## src/inc/oag_consts.svh

```systemverilog
/*
 * Constants for the operand address generator: widths, the internal
 * high-speed RAM window used by the stack, and the stack pointer reset value.
 * Assumes it is included by bare name from design and bench files.
 */
`ifndef OAG_CONSTS_SVH
`define OAG_CONSTS_SVH

`define ADDR_W 16
`define BYTE_W 8
`define SP_RESET 16'h0000
`define STACK_RAM_LO 16'hFE20
`define STACK_RAM_HI 16'hFEFF
`define BANK_SEL_W 2
`define BANK_NUM 4

`endif

```

## src/inc/oag_pkg.sv

```systemverilog
/*
 * Types shared by the operand address generator, its checker and its bench.
 * Assumes oag_consts.svh defines the widths.
 */
`include "oag_consts.svh"
package oag_pkg;
   // Address mode requested by the instruction decoder.
   typedef enum logic [2:0] {
      MODE_NONE,
      MODE_HL_B,
      MODE_HL_C,
      MODE_HL_BYTE,
      MODE_PUSH,
      MODE_POP
   } addr_mode_t;

   // Reason for a stack access; all use the same pointer arithmetic.
   typedef enum logic [1:0] {
      STK_DATA,
      STK_CALL_RET,
      STK_IRQ_CTX
   } stack_cause_t;
endpackage

```

## src/hw/zext_add16.sv

```systemverilog
/*
 * Base plus zero-extended 8-bit offset, wrapping within 16 bits.
 * Assumes oag_consts.svh gives the widths.
 */
`timescale 1ns/1ps
`include "oag_consts.svh"
module zext_add16 #(
   parameter int AW = `ADDR_W,
   parameter int OW = `BYTE_W
) (
   input wire logic [AW-1:0] base,
   input wire logic [OW-1:0] offset,
   output logic [AW-1:0] sum
);
   wire [AW-1:0] offset_ext = {{(AW-OW){1'b0}}, offset};
   wire [AW:0] full_sum = {1'b0, base} + {1'b0, offset_ext};
   // The carry out of the top bit is dropped so the address wraps.
   assign sum = full_sum[AW-1:0];
endmodule // zext_add16

```

## src/hw/operand_address_generator.sv

```systemverilog
/*
 * Operand effective-address generation for the 8-bit core: based,
 * based indexed and stack addressing, with the stack pointer held here.
 * Assumes the decoder gives one request per cycle and supplies the
 * four register banks' HL, B and C contents as flat vectors.
 */
// Notes on behaviour
// - Based indexed address is HL plus zero-extended B or C.
// - Carry out of bit 15 is dropped; address wraps in 64 KB.
// - HL, B and C come from the bank chosen by two select flags.
// - Both HL+B and HL+C forms reach the whole memory space.
// - Pop uses the current stack pointer as address; push uses the decremented one.
// - Push, pop, call, return and interrupt save use stack addressing.
// - Stack accesses only reach internal high-speed RAM.
// - Based mode zero-extends its 8-bit displacement before adding.
`timescale 1ns/1ps
`include "oag_consts.svh"
module operand_address_generator #(
   parameter int AW = `ADDR_W,
   parameter int BW = `BYTE_W,
   parameter logic [15:0] RAM_LO = `STACK_RAM_LO,
   parameter logic [15:0] RAM_HI = `STACK_RAM_HI
) (
   input wire logic CLK_SYS,
   input wire logic RST_N,
   input wire logic REQ_VALID,
   input wire oag_pkg::addr_mode_t REQ_MODE,
   input wire oag_pkg::stack_cause_t REQ_CAUSE,
   input wire logic [BW-1:0] REQ_DISP,
   input wire logic BANK_SELECT_LO,
   input wire logic BANK_SELECT_HI,
   input wire logic [4*AW-1:0] BANK_BASE_PAIR,
   input wire logic [4*BW-1:0] BANK_B,
   input wire logic [4*BW-1:0] BANK_C,
   input wire logic SP_LOAD,
   input wire logic [AW-1:0] SP_LOAD_VALUE,
   output logic ADDR_VALID,
   output logic [AW-1:0] ADDR,
   output logic ADDR_IS_STACK,
   output logic STACK_FAULT,
   output logic [AW-1:0] SP
);
   // Number of register banks carried on the flat bank vectors.
   localparam int NB = `BANK_NUM;

   logic [AW-1:0] sp_q;
   logic [AW-1:0] sp_d;
   logic [AW-1:0] addr_q;
   logic [AW-1:0] addr_d;
   logic valid_q;
   logic valid_d;
   logic stack_q;
   logic stack_d;
   logic fault_q;
   logic fault_d;
   logic [AW-1:0] sum;

   // Unpacked views of the banks, one entry per bank.
   logic [AW-1:0] base_bank [NB];
   logic [BW-1:0] b_bank [NB];
   logic [BW-1:0] c_bank [NB];

   genvar gi;
   generate
      for (gi = 0; gi < NB; gi++) begin : g_bank
         assign base_bank[gi] = BANK_BASE_PAIR[gi*AW +: AW];
         assign b_bank[gi] = BANK_B[gi*BW +: BW];
         assign c_bank[gi] = BANK_C[gi*BW +: BW];
      end
   endgenerate

   // The two select flags pick one bank for HL, B and C together.
   wire [1:0] bank = {BANK_SELECT_HI, BANK_SELECT_LO};
   wire [AW-1:0] base_pair = base_bank[bank];
   wire [BW-1:0] reg_b = b_bank[bank];
   wire [BW-1:0] reg_c = c_bank[bank];

   wire mode_hl_b = REQ_MODE == oag_pkg::MODE_HL_B;
   wire mode_hl_c = REQ_MODE == oag_pkg::MODE_HL_C;
   wire mode_hl_byte = REQ_MODE == oag_pkg::MODE_HL_BYTE;
   wire is_push = REQ_MODE == oag_pkg::MODE_PUSH;
   wire is_pop = REQ_MODE == oag_pkg::MODE_POP;
   wire is_stack = is_push | is_pop;
   wire addr_mode = mode_hl_b | mode_hl_c | mode_hl_byte;

   // A pointer load wins over any request in the same cycle.
   wire take = REQ_VALID && !SP_LOAD;
   wire take_stack = take && is_stack;
   wire take_addr = take && addr_mode;

   // B, C or displacement, all zero-extended inside the adder.
   wire [BW-1:0] index_sel = mode_hl_c ? reg_c : reg_b;
   wire [BW-1:0] offset = mode_hl_byte ? REQ_DISP : index_sel;

   zext_add16 #(
      .AW(AW),
      .OW(BW)
   ) u_add (
      .base(base_pair),
      .offset(offset),
      .sum(sum)
   );

   wire [AW-1:0] one = {{(AW-1){1'b0}}, 1'b1};
   wire [AW-1:0] sp_dec = sp_q - one;
   wire [AW-1:0] sp_inc = sp_q + one;

   // Push writes at the decremented pointer; pop reads at the current one.
   wire [AW-1:0] stack_addr = is_push ? sp_dec : sp_q;
   wire [AW-1:0] sp_next = is_push ? sp_dec : sp_inc;

   // Out-of-RAM stack accesses are suppressed, not redirected, so a bad
   // pointer is visible to software rather than corrupting other areas.
   wire stack_in_ram = stack_addr >= RAM_LO && stack_addr <= RAM_HI;
   wire stack_ok = take_stack && stack_in_ram;
   wire stack_bad = take_stack && !stack_in_ram;

   // Next values of the stack pointer and of the address register.
   assign sp_d = SP_LOAD ? SP_LOAD_VALUE :
      stack_ok ? sp_next : sp_q;
   assign addr_d = stack_ok ? stack_addr :
      take_addr ? sum : addr_q;

   // The strobes are one-cycle pulses; the address itself is held.
   assign valid_d = stack_ok | take_addr;
   assign stack_d = stack_ok;
   assign fault_d = stack_bad;

   // Stack pointer. Its reset value lies outside the RAM window, so the
   // pointer must be loaded before the first stack access succeeds.
   always_ff @(posedge CLK_SYS) begin
      if (!RST_N) begin
         sp_q <= `SP_RESET;
      end else begin
         sp_q <= sp_d;
      end
   end

   // Last operand address, held until the next accepted request.
   always_ff @(posedge CLK_SYS) begin
      if (!RST_N) begin
         addr_q <= {AW{1'b0}};
      end else begin
         addr_q <= addr_d;
      end
   end

   // Address strobe.
   always_ff @(posedge CLK_SYS) begin
      if (!RST_N) begin
         valid_q <= 1'b0;
      end else begin
         valid_q <= valid_d;
      end
   end

   // Marks a strobe that belongs to a stack access.
   always_ff @(posedge CLK_SYS) begin
      if (!RST_N) begin
         stack_q <= 1'b0;
      end else begin
         stack_q <= stack_d;
      end
   end

   // Refused stack access, a single-cycle pulse.
   always_ff @(posedge CLK_SYS) begin
      if (!RST_N) begin
         fault_q <= 1'b0;
      end else begin
         fault_q <= fault_d;
      end
   end

   // Outputs come straight from the registers above.

   assign ADDR_VALID = valid_q;
   assign ADDR = addr_q;
   assign ADDR_IS_STACK = stack_q;
   assign STACK_FAULT = fault_q;
   assign SP = sp_q;
endmodule // operand_address_generator

```

## config.mk

```make
export PLATFORM = sky130hd
export DESIGN_NAME = operand_address_generator
export DESIGN_NICKNAME = d
export VERILOG_FILES = /design/src/inc/oag_pkg.sv /design/src/hw/zext_add16.sv /design/src/hw/operand_address_generator.sv
export VERILOG_INCLUDE_DIRS = /design/src /design/src/inc
export SDC_FILE = /design/constraint.sdc
export NUM_CORES = 1
export LEC_CHECK = 0
export BUFFER_PORTS_ARGS = -buffer_cell sky130_fd_sc_hd__buf_2
export CAP_MARGIN = 10
export CORE_AREA = 2 2 96 98
export CTS_CLUSTER_DIAMETER = 150
export CTS_CLUSTER_SIZE = 10
export DETAILED_ROUTE_END_ITERATION = 8
export DIE_AREA = 0 0 98 100
export PLACE_DENSITY = 0.88
export SLEW_MARGIN = 20
export SYNTH_ARGS = -nofsm -noshare
export SYNTH_HDL_FRONTEND = slang
export SYNTH_SLANG_ARGS = --single-unit
```

## constraint.sdc

```tcl
create_clock -name CLK_SYS -period 3.3 [get_ports CLK_SYS]
set_clock_uncertainty 0.2 [all_clocks]
set_input_delay 0.33 -clock CLK_SYS [delete_from_list [all_inputs] [get_ports CLK_SYS]]
set_output_delay 0.33 -clock CLK_SYS [all_outputs]
set_load 0.005 [all_outputs]
```

==> results.md <==
* Max Fclk at 328 MHz
* Reg2reg end: ADDR[15]
* VDD IR max at around 180 µV
* Io pins at 198
* Post-route design area at 4840 µm²
* Crit path required time at 3300 ps
* DRT Pass-1 Iters at 6
* First-pass GRT wire length at 19400 µm
* Core area at 8890 µm²
* Initial DRC Count at 116
* Synth area leader: dfxtp_1
* Starting Density at 0.398
* Most used DFF post-synth: dfxtp_1
* Fill cells at 832
* Routed via count at roughly 4000
* P&R area growth vs syn at 36.7%
* Worst hold slack at 76.8 ps
* Root buffer selected by CTS: clkbuf_8
* Die H at 100 µm
* Status: complete, no violations
* Post-route DRC at 0
* Die Footprint at 9800 µm²
* Non-Filler Instances at 706
* Fin. max-slew vios at 0
* Post-CTS Setup Inserts at 0
* CTS tree: yes
* Worst skew pair latency at 290 ps
* Placed cell area at roughly 4700 µm²
* Gr ovfl total at 0
* Yosys reg bits at 35
* Register Area at 701 µm²
* HP Class: primary input to register
* Initial antenna violation count at 0
* Commonest non-fill, non-tap cell in the layout: buf_2
* Vias in the first global route at 4240
* Syn avg cell area at roughly 8.9 µm²
* I/O Buffers at 195
* Worst slew pin tran at 800 ps
* Clock Sinks at 35
* Hold path depth at 3
* Syn Std Cell Area at 3540 µm²
* Synth warnings at 0
* Setup CP Type: primary input to register
* Number of enable flip-flop cells after synthesis at 0
* Distinct cell type count after synthesis at 64
* Worst Setup EP: ADDR[11]
* Wirelength, routed at 12100 µm
* Slew HR at 0.466
* CP Launch Type: primary input
* Synth Instances at ~400
* Hold Fails Final Rpt at 0
* Num CTS Buffers at 5
* DP Cell Count at 698
* Routability cong. at 0.940
* ANT nets after route at 0
* Final Cycle Share at 0.924
* Reg2reg path depth at 9
* CP arrival at between 3000 and 4000 ps
* Largest net degree at the start of global routing at 32
* Final net count at 768
* Most frequent cells in the layout: 195 x buf_2, 35 x dfxtp_1, 34 x nor2_1
* Syn Nets at roughly 570
* Seq/Total Area, Yosys at 0.198
* Setup tns final at 0 ps
* Die width at 98 µm
* CTS H-tree lvls at 2
* Vias/cell at about 5.6
* Clock Path Buffers at 2
* Yosys top cell area share at 0.198
* Multi-input gate area at around 2600 µm²
* Routed wire per std cell at approximately 17 µm
* Post-DP HPWL at 10100 µm
* R2r setup slk at 370 ps
* Leakage power at roughly 2.2 nW
* Worst Setup SP: BANK_SELECT_LO
* Synth top area cells: dfxtp_1 20%, mux4_2 17%, mux2i_1 6.5%
* PD cells at 320 nW/µm²
* FP Rows at 35
* Worst Setup End Kind: register
* ANT cells at 0
* Clock transition at path regs at 80 ps
* All-Layer GR Usage at 0.244
* Crit Path Max Fanout at 21
* Ys async rst share at 0
* Max-cap viol count at 0
* Layout cell share with drive strength beyond 1 at 0.450
* RR Startpoint: SP[1]
* Endpoints failing setup at 0
* Min Tclk post-route at 3050 ps
## cells by family (layout without fill, tap and decap cells)
logic type / count (synthesis) / after routing / share of synthesized area
AOI/OAI and AO/OA: 113 / 113 / 0.230
xor gates and xnor gates: 20 / 20 / 0.0495
adders and majority gates: 11 / 11 / 0.0410
buffers and inverters: 51 / 247 / 0.0699
DFF: 35 / 35 / 0.198
muxes: 49 / 49 / 0.230
and+or+nand+nor: 120 / 120 / 0.182
## registers in the layout (all words and copies together), names as in the netlist
name           cells
ADDR              16
ADDR_IS_STACK      1
STACK_FAULT        1
ADDR_VALID         1
SP                16
## area by class of cell
cell class,instances,share of cell area
Sequential cell,35,0.145
Timing Repair Buffer,222,0.249
Tap cell,111,0.0287
Multi-Input combinational cell,313,0.537
Clock buffer,5,0.0142
Inverter,17,0.0132
Clock inverter,3,0.0139
## Yosys cell counts (4+ instances only)
| library cell | n |
|---|---|
| buf_6 | 6 |
| a211o_1 | 4 |
| xnor2_1 | 13 |
| nand4_1 | 4 |
| nand2_1 | 24 |
| nor2_1 | 34 |
| a311oi_1 | 5 |
| xor2_1 | 7 |
| a21oi_1 | 19 |
| nand3_1 | 6 |
| mux2i_1 | 23 |
| or2_2 | 4 |
| nor4_1 | 5 |
| dfxtp_1 | 35 |
| buf_2 | 6 |
| buf_1 | 4 |
| ha_1 | 10 |
| inv_1 | 17 |
| clkbuf_1 | 17 |
| a221oi_1 | 13 |
| nor3_1 | 11 |
| nor2b_1 | 4 |
| or4_1 | 4 |
| or3_1 | 6 |
| mux4_2 | 26 |
| a31oi_1 | 9 |
| o211ai_1 | 5 |
| o21ai_0 | 21 |
## critical path, stage by stage
cell and delay [ps]:
buf_2 120, buf_12 190, buf_4 180, mux4_2 490, nand2_1 70, o21ai_0 110, ha_1 340, o21ai_0 120
a21oi_1 250, a31oi_2 160, nand4b_1 220, xor2_1 160, a221oi_1 280
## what timing repair did
action / CTS / global route
endpoints found under the setup margin: 0 / 4
resized for setup: 0 / 2
hold buffers: 0 / 0
## worst min path at each step
stage | startpoint | end | slack, ps
after floorplan | ADDR[3] | ADDR[3] | 260
after global placement | ADDR[8] | ADDR[8] | 260
after detailed placement | ADDR[8] | ADDR[8] | 270
after CTS | SP_LOAD_VALUE[10] | SP[10] | 70
after global routing | SP_LOAD_VALUE[10] | SP[10] | 80
final | SP_LOAD_VALUE[10] | SP[10] | 80
## layer usage
metal  vias up  wire length (µm)  global-route usage  share of wire
met5         -                 0                   0              0
met4         0               473               0.107          0.039
met3        33               713              0.0383          0.059
met2       161              6630               0.485           0.55
met1      1844              4250               0.249           0.35
li1       1938                 -                   -              -
## stage by stage
| stage | setup slack [ps] | utilization | power, mW |
|---|---|---|---|
| 3_5_place_dp | -134 | 0.529 | 1.08 |
| 2_1_floorplan | 5.21 | - | 0.851 |
| 5_1_grt | -6.94 | 0.545 | 1.64 |
| 3_3_place_gp | -40.0 | 0.529 | 1.06 |
| 6_report | 249 | 0.545 | 1.55 |
| 4_1_cts | 164 | 0.544 | 1.55 |
## power breakdown
part | total [mW] | internal, mW | leakage, nW | switching [mW]
combinational | 0.603 | 0.305 | 1.85 | 0.298
sequential | 0.471 | 0.446 | 0.287 | 0.0248
clock | 0.475 | 0.302 | 0.0644 | 0.173
(Power assumes the default switching activity.)
